$ cat config.mk
export PLATFORM = sky130hd
export DESIGN_NAME = pmc_counters
export DESIGN_NICKNAME = d
export VERILOG_FILES = /design/src/pmc_pkg.sv /design/src/pmc_counters.sv
export VERILOG_INCLUDE_DIRS = /design/src
export SDC_FILE = /design/constraint.sdc
export NUM_CORES = 1
export LEC_CHECK = 0
export ABC_AREA = 1
export BUFFER_PORTS_ARGS = -buffer_cell sky130_fd_sc_hd__buf_2
export CORE_MARGIN = 2
export CORE_UTILIZATION = 49
export DETAILED_ROUTE_END_ITERATION = 12
export PLACE_DENSITY_LB_ADDON = 0.1
export SKIP_LAST_GASP = 1
export SLEW_MARGIN = 5
export SYNTH_ARGS = -nofsm -noshare
export SYNTH_HDL_FRONTEND = slang
export SYNTH_SLANG_ARGS = --single-unit
$ cat constraint.sdc
create_clock -name clk_i -period 10.3 [get_ports clk_i]
set_input_delay 1.03 -clock clk_i [delete_from_list [all_inputs] [get_ports clk_i]]
set_output_delay 1.03 -clock clk_i [all_outputs]
set_load 0.02 [all_outputs]
$ cat src/pmc_consts.svh
// register offsets, field positions, reset values and event encodings
// assumes inclusion by the counter package and the bus checker
`ifndef PMC_CONSTS_SVH
`define PMC_CONSTS_SVH
`define PMC_NCNT 4
`define PMC_CW 32
`define PMC_ADDR_W 8
`define PMC_OFF_CAP 8'h00
`define PMC_OFF_CCAP 8'h04
`define PMC_OFF_IRQ_CTL 8'h08
`define PMC_OFF_IRQ_STS 8'h0C
`define PMC_OFF_OVF_STS 8'h10
`define PMC_OFF_CMD 8'h14
`define PMC_OFF_RESP 8'h18
`define PMC_OFF_EVENT 8'h1C
`define PMC_OFF_CFG0 8'h40
`define PMC_OFF_FLT0 8'h50
`define PMC_OFF_CNT0 8'h60
`define PMC_CAP_RESET 32'h0001_0437
`define PMC_CCAP_RESET 32'h0000_0000
`define PMC_CAP_IOS_BIT 0
`define PMC_CAP_GFS_BIT 1
`define PMC_CAP_FLT_LSB 2
`define PMC_CAP_EGC_LSB 8
`define PMC_CCAP_PCC_BIT 31
`define PMC_CFG_EN_BIT 31
`define PMC_CFG_IOV_BIT 30
`define PMC_CFG_GFO_BIT 29
`define PMC_CFG_EGI_LSB 28
`define PMC_CFG_ES_W 28
`define PMC_FLT_W 3
`define PMC_EGC_MAX 4'hF
`define PMC_MASK_G0 28'h000_006F
`define PMC_MASK_G1 28'h000_0061
`define PMC_MASK_G2 28'h000_00FF
`define PMC_MASK_G4 28'h000_0007
`define PMC_FLT_G0 28'h000_0002
`define PMC_FLT_G2 28'h000_00A0
`define PMC_RESP_OK 2'h1
`define PMC_RESP_ERR 2'h2
`define PMC_RESP_IDLE 2'h0
`endif

$ cat src/pmc_pkg.sv
// types shared by the counter block
// assumes pmc_consts.svh beside it
`include "pmc_consts.svh"
package pmc_pkg;
  typedef struct packed {
    logic en;
    logic iov;
    logic gfo;
    logic [2:0] egi;
    logic [`PMC_CFG_ES_W-1:0] es;
  } pmc_cfg_t;
  typedef struct packed {
    logic [`PMC_NCNT-1:0][`PMC_CW-1:0] cnt;
    pmc_cfg_t [`PMC_NCNT-1:0] cfg;
    logic [`PMC_NCNT-1:0][`PMC_FLT_W-1:0] flt;
    logic [`PMC_NCNT-1:0] ovf;
    logic pend;
    logic irq_mask;
    logic [1:0] resp;
    logic [31:0] rdata;
    logic ack;
  } pmc_state_t;
endpackage : pmc_pkg

$ cat src/pmc_counters.sv
// counter enable checks, overflow status and interrupt pending
// assumes a classic wishbone master and event pulses on clk_i
// Notes on behaviour
// - enable command runs all checks; any failure posts error response.
// - all checks pass: post success and set counter enable bit.
// - counter index beyond implemented counters is an error.
// - several events selected with any filter enabled is an error.
// - event group unsupported by counter is an error.
// - selecting an event the counter cannot count is an error.
// - overflow interrupt or global freeze requested without support is an error.
// - per-counter capabilities replace global interrupt and freeze support bits in the enable checks when set.
// - programming an unsupported filter type is an error.
// - filter paired with event that disallows it is an error.
// - overflow interrupt only when interrupt support bit is one.
// - generating an interrupt sets the pending status bit.
// - writing one to pending bit clears it.
// - each overflow status bit sets on its own counter's wrap; write one clears each bit.
// - interrupt status and interrupt control reads wait for in-flight messages.
// - reported event group count is at most fifteen.
// - group 0 encodes cycles, requests, walk, backpressure, occupancies.
// - group 1 encodes reads, memory backpressure, page requests; no filters.
// - group 2 encodes cache lookups and hits; nonleaf hits take filter.
// - group 4 encodes interrupt cache lookups and hits; no filters.
// - enabled counter wrapping past zero sets its overflow bit.
// - several selected events add together into one counter.
//
// Chosen here: the Wishbone slave port and the register offsets.
`timescale 1ns/1ps
`default_nettype none
module pmc_counters
  import pmc_pkg::*;
(
  input wire logic clk_i,
  input wire logic rst_i,
  input wire logic wb_cyc_i,
  input wire logic wb_stb_i,
  input wire logic wb_we_i,
  input wire logic [`PMC_ADDR_W-1:0] wb_adr_i,
  input wire logic [3:0] wb_sel_i,
  input wire logic [31:0] wb_dat_i,
  output logic [31:0] wb_dat_o,
  output logic wb_ack_o,
  input wire logic [7:0] evt_g0_i,
  input wire logic [7:0] evt_g1_i,
  input wire logic [7:0] evt_g2_i,
  input wire logic [7:0] evt_g4_i,
  input wire logic msg_busy_i,
  output logic irq_msg_o
);
  // ****************************************
  // state
  // ****************************************
  pmc_state_t s_reg, s_next;
  logic msg_reg, msg_next;
  logic [31:0] cap;
  logic [31:0] ccap;
  logic acc, wr, rd_wait;
  logic [31:0] wmask;
  assign cap = `PMC_CAP_RESET;
  assign ccap = `PMC_CCAP_RESET;
  assign acc = wb_cyc_i && wb_stb_i && !s_reg.ack;
  assign wr = acc && wb_we_i;
  assign wmask = {{8{wb_sel_i[3]}}, {8{wb_sel_i[2]}}, {8{wb_sel_i[1]}}, {8{wb_sel_i[0]}}};
  assign rd_wait = ((wb_adr_i == `PMC_OFF_IRQ_STS) || (wb_adr_i == `PMC_OFF_IRQ_CTL))
                   && (msg_reg || msg_busy_i);

  // ****************************************
  // per-counter event sum and check
  // ****************************************
  logic [`PMC_NCNT-1:0][`PMC_CW-1:0] inc;
  logic [`PMC_NCNT-1:0] chk_fail;
  genvar g;
  generate
    for (g = 0; g < `PMC_NCNT; g++)
    begin : gen_cnt
      logic [7:0] ev;
      logic [`PMC_CFG_ES_W-1:0] gmask, fmask, es;
      logic [3:0] pop;
      logic multi, flt_on, overflow_irq_supported, global_freeze_supported;
      always_comb
      begin
        es = s_reg.cfg[g].es;
        unique case (s_reg.cfg[g].egi)
          3'h0:
          begin
            ev = evt_g0_i;
            gmask = `PMC_MASK_G0;
            fmask = `PMC_FLT_G0;
          end
          3'h1:
          begin
            ev = evt_g1_i;
            gmask = `PMC_MASK_G1;
            fmask = '0;
          end
          3'h2:
          begin
            ev = evt_g2_i;
            gmask = `PMC_MASK_G2;
            fmask = `PMC_FLT_G2;
          end
          3'h4:
          begin
            ev = evt_g4_i;
            gmask = `PMC_MASK_G4;
            fmask = '0;
          end
          default:
          begin
            ev = 8'h00;
            gmask = '0;
            fmask = '0;
          end
        endcase
        pop = '0;
        for (int b = 0; b < 8; b++)
          pop = pop + 4'(ev[b] & es[b]);
        inc[g] = `PMC_CW'(pop);
        multi = ($countones(es) > 1);
        flt_on = |s_reg.flt[g];
        overflow_irq_supported = ccap[`PMC_CCAP_PCC_BIT] ? ccap[`PMC_CAP_IOS_BIT] : cap[`PMC_CAP_IOS_BIT];
        global_freeze_supported = ccap[`PMC_CCAP_PCC_BIT] ? ccap[`PMC_CAP_GFS_BIT] : cap[`PMC_CAP_GFS_BIT];
        chk_fail[g] = (multi && flt_on)
          || (gmask == '0)
          || |(es & ~gmask)
          || (s_reg.cfg[g].iov && !overflow_irq_supported) || (s_reg.cfg[g].gfo && !global_freeze_supported)
          || |(s_reg.flt[g] & ~cap[`PMC_CAP_FLT_LSB +: `PMC_FLT_W])
          || (flt_on && !(|(es & fmask)));
      end
    end
  endgenerate

  // ****************************************
  // next state
  // ****************************************
  always_comb
  begin
    int idx;
    logic [`PMC_CW:0] sum;
    logic [`PMC_NCNT-1:0] ovf_set;
    idx = 0;
    sum = '0;
    ovf_set = '0;
    s_next = s_reg;
    s_next.ack = 1'b0;
    msg_next = 1'b0;
    for (int i = 0; i < `PMC_NCNT; i++)
    begin
      sum = {1'b0, s_reg.cnt[i]} + {1'b0, inc[i]};
      if (s_reg.cfg[i].en)
      begin
        s_next.cnt[i] = sum[`PMC_CW-1:0];
        if (sum[`PMC_CW])
          ovf_set[i] = 1'b1;
      end
    end
    if (wr && !s_reg.ack)
    begin
      for (int i = 0; i < `PMC_NCNT; i++)
      begin
        if (wb_adr_i == `PMC_OFF_CFG0 + 8'(4 * i))
        begin
          s_next.cfg[i].iov = wb_dat_i[`PMC_CFG_IOV_BIT];
          s_next.cfg[i].gfo = wb_dat_i[`PMC_CFG_GFO_BIT];
          s_next.cfg[i].egi = wb_dat_i[`PMC_CFG_EGI_LSB +: 3];
          s_next.cfg[i].es = wb_dat_i[`PMC_CFG_ES_W-1:0];
          if (!wb_dat_i[`PMC_CFG_EN_BIT])
            s_next.cfg[i].en = 1'b0;
        end
        if (wb_adr_i == `PMC_OFF_FLT0 + 8'(4 * i))
          s_next.flt[i] = wb_dat_i[`PMC_FLT_W-1:0];
        if (wb_adr_i == `PMC_OFF_CNT0 + 8'(4 * i))
          s_next.cnt[i] = (s_reg.cnt[i] & ~wmask) | (wb_dat_i & wmask);
      end
      unique case (wb_adr_i)
        `PMC_OFF_IRQ_CTL: s_next.irq_mask = wb_dat_i[0];
        `PMC_OFF_IRQ_STS:
          if (wb_dat_i[0])
            s_next.pend = 1'b0;
        `PMC_OFF_OVF_STS: s_next.ovf = s_reg.ovf & ~wb_dat_i[`PMC_NCNT-1:0];
        `PMC_OFF_CMD:
        begin
          idx = int'(wb_dat_i[7:0]);
          if (idx >= `PMC_NCNT)
            s_next.resp = `PMC_RESP_ERR;
          else if (chk_fail[idx])
            s_next.resp = `PMC_RESP_ERR;
          else
          begin
            s_next.resp = `PMC_RESP_OK;
            s_next.cfg[idx].en = 1'b1;
          end
        end
        default: ;
      endcase
    end
    s_next.ovf = s_next.ovf | ovf_set;
    for (int i = 0; i < `PMC_NCNT; i++)
    begin
      if (ovf_set[i] && s_reg.cfg[i].iov && cap[`PMC_CAP_IOS_BIT] && !s_reg.irq_mask)
      begin
        msg_next = 1'b1;
        s_next.pend = 1'b1;
      end
    end
    if (acc && !(rd_wait && !wb_we_i))
    begin
      s_next.ack = 1'b1;
      s_next.rdata = 32'h0000_0000;
      for (int i = 0; i < `PMC_NCNT; i++)
      begin
        if (wb_adr_i == `PMC_OFF_CFG0 + 8'(4 * i))
          s_next.rdata = {s_reg.cfg[i].en, s_reg.cfg[i].iov, s_reg.cfg[i].gfo,
                          1'b0, s_reg.cfg[i].egi[2:0], s_reg.cfg[i].es[24:0]};
        if (wb_adr_i == `PMC_OFF_FLT0 + 8'(4 * i))
          s_next.rdata = {29'h0, s_reg.flt[i]};
        if (wb_adr_i == `PMC_OFF_CNT0 + 8'(4 * i))
          s_next.rdata = s_reg.cnt[i];
      end
      unique case (wb_adr_i)
        `PMC_OFF_CAP: s_next.rdata = cap;
        `PMC_OFF_CCAP: s_next.rdata = ccap;
        `PMC_OFF_IRQ_CTL: s_next.rdata = {31'h0, s_reg.irq_mask};
        `PMC_OFF_IRQ_STS: s_next.rdata = {31'h0, s_reg.pend};
        `PMC_OFF_OVF_STS: s_next.rdata = {28'h0, s_reg.ovf};
        `PMC_OFF_RESP: s_next.rdata = {30'h0, s_reg.resp};
        default: ;
      endcase
    end
  end

  always_ff @(posedge clk_i)
  begin
    if (rst_i)
    begin
      s_reg <= '0;
      msg_reg <= 1'b0;
    end
    else
    begin
      s_reg <= s_next;
      msg_reg <= msg_next;
    end
  end

  assign wb_dat_o = s_reg.rdata;
  assign wb_ack_o = s_reg.ack;
  assign irq_msg_o = msg_reg;
endmodule : pmc_counters
`default_nettype wire

Yosys cells after proc, flatten, opt, wreduce, memory -nomap -nowiden
Cells that the tools add are included.
{"block": "totals", "register_bits": 318, "inputBits": 82, "out_inout_bits": 34, "wordCells": 432}
{"block": "classes", "n_addsub": 140, "magnitude_cmp": 7, "n_eq_ne": 30, "muxes": 82, "bitwise_logic": 57, "reduce_logical": 81}
{"cell": "$mux 32", "n": 20}
{"cell": "$mux 136", "n": 3}
{"cell": "$mux 34", "n": 9}
{"cell": "$mux 284", "n": 1}
{"cell": "$pmux 8 s4", "n": 8}
{"cell": "$and 28x28->28", "n": 8}
{"cell": "$reduce_or 28->1", "n": 8}
{"cell": "$pmux 32 s6", "n": 1}
{"cell": "$and 32x32->32", "n": 5}
{"cell": "$bwmux 136", "n": 1}
{"cell": "$add 32x4->33", "n": 4}
{"cell": "$or 32x32->32", "n": 4}
{"cell": "$add 1x1->2", "n": 60}
{"cell": "$logic_not 28->1", "n": 4}
{"cell": "$not 28->28", "n": 4}
{"cell": "$eq 8x7->1 const B", "n": 12}
{"cell": "$add 2x2->3", "n": 28}
{"cell": "$demux 34 s2", "n": 1}
{"cell": "$add 4x1->4", "n": 16}
{"cell": "$pmux 8 s2", "n": 4}
{"cell": "$add 3x3->4", "n": 12}
{"cell": "$and 1x1->1", "n": 32}
{"cell": "$not 32->32", "n": 1}
{"cell": "$mux 1", "n": 25}
{"cell": "other kinds (31)", "n": 126}

Logic depth before layout (Yosys ltp)
Gate-level depths: netlist of the first run.
{"block": "depth", "ltp_word": 21, "mapped_depth": 26, "ltp_nobuf": 26}

Worst setup path after synthesis of the first run
Ideal clock, no wire load.
{"block": "synth_path", "path_type": "input port to flip-flop", "start": "input evt_g2_i[0]", "end": "register (tool-made name)", "setup_time_ns": 0.132, "t_arrival_ns": 4.745, "required_time_ns": 10.168, "path_slack_ns": 5.422, "path_stages": 20, "path_buffers": 0, "path_cell_list": "inv_1 o22ai_1 a221oi_1 nor2_1 fa_1 inv_1 fa_1 inv_1 fa_1 fa_1 fa_1 nand2_1 o21ai_2 nand2_1 nor2_1 nand2_1 nor2_1 xor2_1 o21ai_0 a21oi_1"}
{"element": "from (decl)", "line_no": "pmc_counters.sv:45", "rtl": "input wire logic [7:0] evt_g2_i,"}

==> results.json, run 1 <==
{
  "yosysWarnings": 0,
  "htreeDepth": 2,
  "chipWidth_um": 223,
  "syn-instance-count": 3550,
  "skew_ns": 0.0235,
  "first_global_vias": 24212,
  "cts_buffers": 39,
  "maxCapViolations": 0,
  "cts.repair.resized": 0,
  "via_count": 26367,
  "cp_top_family": "adder cells",
  "netlist_area_um2": 23400,
  "fin_ws_ns": 4.10,
  "die_area_um2": 49600,
  "fp.dieH_um": 223,
  "overflow": 0,
  "core_um2": 47400,
  "power.density_nw_per_um2": 112,
  "ioPinCount": 116,
  "ant_nets": 0,
  "switchingPower_uw": 734,
  "synth_edf_count": 0,
  "area_delta_synth_final_pct": 8.00,
  "final_area_um2": 25300,
  "antenna_found_initial": 11,
  "io_buffers": 115,
  "ir_worst_vdd_v": 0.000122,
  "final_layout_size_suffix_gt1_share_pct": 8.16,
  "wl_per_cell_um": 26.7,
  "ys.flop_type": "dfxtp_1",
  "startpoint_type": "flip-flop",
  "p_comb_share_pct": 6.0,
  "grt_max_degree": 91,
  "ys_ff_latch": 310,
  "p_int_mw": 2.09,
  "cts_tree": "done",
  "wirelength_um": 112000,
  "gp_congestion": 1.04,
  "period_needed_ns": 6.20,
  "worstPathMaxFanout": 8,
  "cts.sinks": 310,
  "post-route-drc-count": 0,
  "post_dp_cell_area_um2": 24000,
  "hp-class": "reg2reg",
  "path_cells": "inv_1, nand2_1, nor2_1, inv_1, o22ai_1, a221oi_1, nor2_1, fa_1, inv_1, fa_1, inv_1, fa_1, fa_1, fa_1, nand2_1, o21ai_1, nand2_1, nor2_1, nand4_1, nor3_1, nand4_1, a31oi_1",
  "finalCritPeriodShare_pct": 60.2,
  "dp_slack_ns": 4.38,
  "finalSetupViolCount": 0,
  "initial_core_util_pct": 49.4,
  "worst_pin_slew_ns": 1.19,
  "synth_area_leaders": "dfxtp_1, nand2_1, fa_1, inv_1, a21oi_1",
  "hold_viol": 0,
  "ys_seq_area_share_pct": 26.5,
  "synth_top_area_cell": "dfxtp_1",
  "synth-async-reset-ratio_pct": 0,
  "synth_nets": 3788,
  "timing.fmax_mhz": 161,
  "clkTransAtPathRegs_ns": 0.06,
  "root_buffer": "clkbuf_16",
  "crit_slowest_cell": "fa_1",
  "clk_latency_ns": 0.59,
  "timing.critical_path.buf_inv": 4,
  "seqPwrFrac_pct": 42.5,
  "tns_ns": 0,
  "cp.arrival_ns": 6.70,
  "switching_share_pct": 26.0,
  "postCtsSetupRepairBufs": 0,
  "cellLeakagePower_nw": 10.6,
  "drt_first_iter_violations": 3738,
  "synth_top_area_share_pct": 26.5,
  "crit_type": "reg2reg",
  "rows": 80,
  "final_max_slew_viol_count": 0,
  "hp-start": "wb_dat_o[19]",
  "rsz0062_at_grt": "false",
  "cp_data_required_time_ns": 10.81,
  "firstDrtPassIters": 6,
  "via_per_inst": 6.28,
  "ys_types": 55,
  "path_common_cell": "fa_1",
  "status": "completed",
  "ctsHoldBuffers": 0,
  "cpPeakStageDelay_ns": 0.59,
  "grt_pass1_wl_um": 161000,
  "track_usage_pct": 44.3,
  "syn_area_per_cell_um2": 6.60,
  "dp_hpwl_um": 86900,
  "clockBufferDepth": 3,
  "clock_power_share_pct": 51.5,
  "end_kind": "flip-flop",
  "final_nets": 3788,
  "slew_headroom_pct": 20.2,
  "whs_ns": 0.459,
  "finalPower_mw": 2.83
}
-- cell usage after synthesis (8+ instances only) --
cell type    n
nand2_1    858
inv_1      465
nor2_1     337
a21oi_1    310
dfxtp_1    310
o21ai_0    216
nand3_1    183
fa_1       100
nand4_1     70
clkbuf_1    69
nor3_1      64
ha_1        56
o22ai_1     55
buf_2       51
a211oi_1    49
xor2_1      42
buf_4       37
o21ai_1     31
a221oi_1    23
inv_2       22
nor2_2      21
nor4_1      16
o211ai_1    16
nor2_4      13
or2_2       11
a31oi_1     10
buf_6       10
o2111ai_1   10
xnor2_1      9
nor3_2       8
-- final timing paths --
| check | to | slack [ns] | depth (start not counted) |
|---|---|---|---|
| max | irq_msg_o | 4.10 | 22 |
| min | wb_dat_o[19] | 0.46 | 2 |
| max reg2reg | irq_msg_o | 4.10 | 22 |
| min reg2reg | wb_dat_o[19] | 0.46 | 2 |
-- worst register-to-register path: stages, from the launching register on --
cell and delay, ns:
dfxtp_1 0.54, inv_1 0.27, nand2_1 0.15, nor2_1 0.10
inv_1 0.29, o22ai_1 0.12, a221oi_1 0.45, nor2_1 0.12
fa_1 0.51, inv_1 0.05, fa_1 0.54, inv_1 0.06
fa_1 0.59, fa_1 0.30, fa_1 0.24, nand2_1 0.09
o21ai_1 0.32, nand2_1 0.15, nor2_1 0.19, nand4_1 0.16
nor3_1 0.29, nand4_1 0.34, a31oi_1 0.24
-- cells in the final DEF (no fill, tap or decap), types with 8 or more instances in the layout --
cell,instances
xnor2_1,9
buf_4,17
a211oi_1,49
nor2_1,337
a31oi_1,10
xor2_1,42
o21ai_1,31
o22ai_1,55
nor3_2,8
nor3_1,64
nand3_1,182
a21oi_1,309
a221oi_1,23
nor2_2,21
inv_1,464
or2_2,11
nor2_4,13
o211ai_1,16
ha_1,56
buf_2,114
nor4_1,16
nand4_1,70
clkbuf_16,39
clkbuf_1,13
inv_2,23
nand2_1,858
o21ai_0,216
o2111ai_1,10
fa_1,100
dfxtp_1,310
-- metrics by stage --
step / cells / utilization, %
floorplan: 3550 / -
global placement: 4124 / 50.6
detailed placement: 4124 / 50.6
CTS: 4192 / 53.3
global route: 4192 / 53.3
finish: 4199 / 53.3
-- kinds of logic (layout without fill, tap and decap cells) --
group / Yosys count / after routing / synth area share, %
xor gates and xnor gates: 51 / 51 / 1.91
and+or+nand+nor: 1612 / 1612 / 29.9
AOI/OAI and AO/OA: 756 / 756 / 18.3
other: 0 / 7 / 0
DFF: 310 / 310 / 26.5
adders and majority gates: 156 / 156 / 11.5
buffers and inverters: 665 / 692 / 11.9
-- area by class of cell --
type / instances / area, um2
timing repair buffer: 132 / 709
clock inverter: 11 / 205
fill: 4891 / 22100
sequential: 310 / 6210
tap: 615 / 769
antenna: 7 / 17.5
clock buffer: 57 / 1090
inverter: 492 / 1850
multi-input combinational: 2575 / 14400
-- power by group through the flow --
| stage | Clock [mW] | Sequential [mW] | Combinational (mW) |
|---|---|---|---|
| 6_report | 1.46 | 1.20 | 0.171 |
| 3_5_place_dp | 0 | 1.23 | 0.160 |
| 4_1_cts | 1.45 | 1.20 | 0.160 |
| 2_1_floorplan | 0 | 1.23 | 0.0726 |
| 5_1_grt | 1.49 | 1.20 | 0.171 |
| 3_3_place_gp | 0 | 1.23 | 0.160 |
-- layer usage --
metal,vias up,share of wire [%],GRT usage (%)
met3,415,13,12.3
met2,2000,41,63.6
met4,12,7.4,28.5
met1,12316,39,58.4
met5,-,0.075,0
li1,11624,-,-
Power figures use the tool's default switching activity.
==> run 2: changes to the inputs <==
- ABC_AREA: 1 -> 0
- clock period: 10.3 -> 6.1 ns (I/O delays scaled with it)
==> run 2 against run 1 <==
Net effect: register-to-register slack worse by 3.9 ns; via count down 9.7%; worst setup slack worse by 3.9 ns; first-iteration DRC count decreased by 22%; largest power group unchanged; clock skew shrank 0.0068 ns; utilization grew 0.84 points; hold slack improved by 0.014 ns; combinational power increased by 120%; critical endpoint is now s_reg[154].
==> results.json, run 2 <==
{
  "status": "completed",
  "core_um2": 45400,
  "synth_top_area_cell": "dfxtp_1",
  "cp.arrival_ns": 6.39,
  "rows": 78,
  "syn-instance-count": 2966,
  "gr-usage-met1_pct": 51.7,
  "power.density_nw_per_um2": 197,
  "gr-usage-met3_pct": 8.68,
  "cellLeakagePower_nw": 8.98,
  "post-route-drc-count": 0,
  "timing.fmax_mhz": 170,
  "slew_headroom_pct": 22.6,
  "ant_nets": 0,
  "syn_area_per_cell_um2": 7.58,
  "post_dp_cell_area_um2": 23200,
  "dp_slack_ns": 0.0728,
  "ctsHoldBuffers": 0,
  "die_area_um2": 47600,
  "finalSetupViolCount": 0,
  "final_common_cell": "nand2_1",
  "fp.dieH_um": 218,
  "via_per_inst": 6.68,
  "synth_nets": 3204,
  "ys.flop_type": "dfxtp_1",
  "fin_cells": 3565,
  "drt_first_iter_violations": 2911,
  "period_needed_ns": 5.87,
  "fin_util_pct": 54.2,
  "finalCritPeriodShare_pct": 96.3,
  "antenna_found_initial": 3,
  "dp_hpwl_um": 70700,
  "synth_top_area_share_pct": 27.6,
  "hold_viol": 0,
  "cts.sinks": 310,
  "ys_types": 91,
  "io_buffers": 115,
  "worstPathMaxFanout": 4,
  "overflow": 0,
  "whs_ns": 0.473,
  "worst_pin_slew_ns": 1.15,
  "ys_ff_latch": 310,
  "synth_area_leaders": "dfxtp_1, fa_1, a21oi_1, nand2_1, nor2_1",
  "grt_max_degree": 119,
  "final_nets": 3173,
  "netlist_area_um2": 22500,
  "grt_pass1_wl_um": 145000,
  "clockBufferDepth": 3,
  "maxCapViolations": 0,
  "ir_worst_vdd_v": 0.000218,
  "final_layout_size_suffix_gt1_share_pct": 10.6,
  "cts_tree": "done",
  "area_delta_synth_final_pct": 9.27,
  "final_cell_mix": "nand2_1, a21oi_1, dfxtp_1",
  "htreeDepth": 2,
  "track_usage_pct": 40.9,
  "clk_latency_ns": 0.58,
  "hp-class": "in2reg",
  "firstDrtPassIters": 6,
  "cp_data_required_time_ns": 6.62,
  "ioPinCount": 116,
  "root_buffer": "clkbuf_16",
  "yosys-top-cells-count": "nand2_1, a21oi_1, dfxtp_1, nor2_1, inv_1",
  "crit_type": "reg2reg",
  "post-synth-top-count-cell": "nand2_1",
  "regToRegSetupSlack_ns": 0.23,
  "yosysWarnings": 0,
  "grt-busiest-layer": "met2",
  "chipWidth_um": 218,
  "cts_buffers": 40,
  "use_met2_pct": 62.4,
  "end_kind": "flip-flop",
  "final_area_um2": 24600,
  "ys_seq_area_share_pct": 27.6,
  "finalPower_mw": 4.84,
  "wirelength_um": 98900,
  "via_count": 23810,
  "gp_congestion": 1.01,
  "numPlacedInstances": 3493,
  "tns_ns": 0,
  "synth-async-reset-ratio_pct": 0,
  "startpoint_type": "flip-flop",
  "wl_per_cell_um": 27.7,
  "skew_ns": 0.0167,
  "initial_core_util_pct": 49.6,
  "synth_edf_count": 0,
  "fin_ws_ns": 0.227,
  "final_max_slew_viol_count": 0,
  "clkTransAtPathRegs_ns": 0.06,
  "first_global_vias": 22497
}
-- run 2: final cells by class --
class | count | area [um2]
inverter | 196 | 736
clock inverter | 13 | 148
tap | 600 | 751
timing repair buffer | 185 | 1110
sequential | 310 | 6210
clock buffer | 56 | 1150
antenna | 3 | 7.51
fill | 4456 | 20800
multi-input combinational | 2202 | 14500
-- run 2: final timing paths --
| kind | start | end | depth (start not counted) |
|---|---|---|---|
| hold / removal | wb_dat_i[31] | flip-flop | 3 |
| setup reg to reg | flip-flop | s_reg[154] | 17 |
| setup / recovery | flip-flop | s_reg[154] | 17 |
| hold reg to reg | s_reg[39] | s_reg[39] | 2 |
-- run 2: timing repair --
action                                  CTS  global route
gates resized for setup                   0             5
setup buffers                             0             0
endpoints found under the hold margin     0             0
endpoints found under the setup margin    0             4
-- run 2: kinds of logic (layout without fill, tap and decap cells) --
family / after synthesis / in the layout / share of synthesized area [%]
AND/OR/NAND/NOR: 1116 / 1116 / 24.4
AO/OA/AOI/OAI: 851 / 851 / 23.9
buffers and inverters: 454 / 450 / 8.56
flip-flops: 310 / 310 / 27.6
adder cells (fa/ha/maj): 156 / 156 / 12.0
multiplexers: 61 / 61 / 2.87
XOR/XNOR: 18 / 18 / 0.701
other: 0 / 3 / 0
-- run 2: critical path, cell delays in order, from the launching register on --
cell and delay [ns]:
dfxtp_2 0.35, inv_1 0.09, fa_1 0.58, fa_1 0.45, fa_1 0.53, fa_1 0.43
fa_1 0.51, fa_1 0.40, inv_1 0.06, ha_1 0.17, inv_1 0.06, fa_1 0.46
or4b_1 0.48, a2111oi_4 0.34, a21oi_2 0.11, a2111o_1 0.48, o21a_1 0.21, nor2_1 0.07
-- run 2: routing by layer --
metal	routed length (um)	share of wire, %
met1	38000	38
met2	43000	44
met3	9780	9.9
met4	8120	8.2
met5	0	0
-- run 2: report_power, final --
part           switching (mW)  internal (mW)
sequential            0.00472           2.03
clock                   0.985           1.44
combinational           0.301         0.0784
total                    1.29           3.55
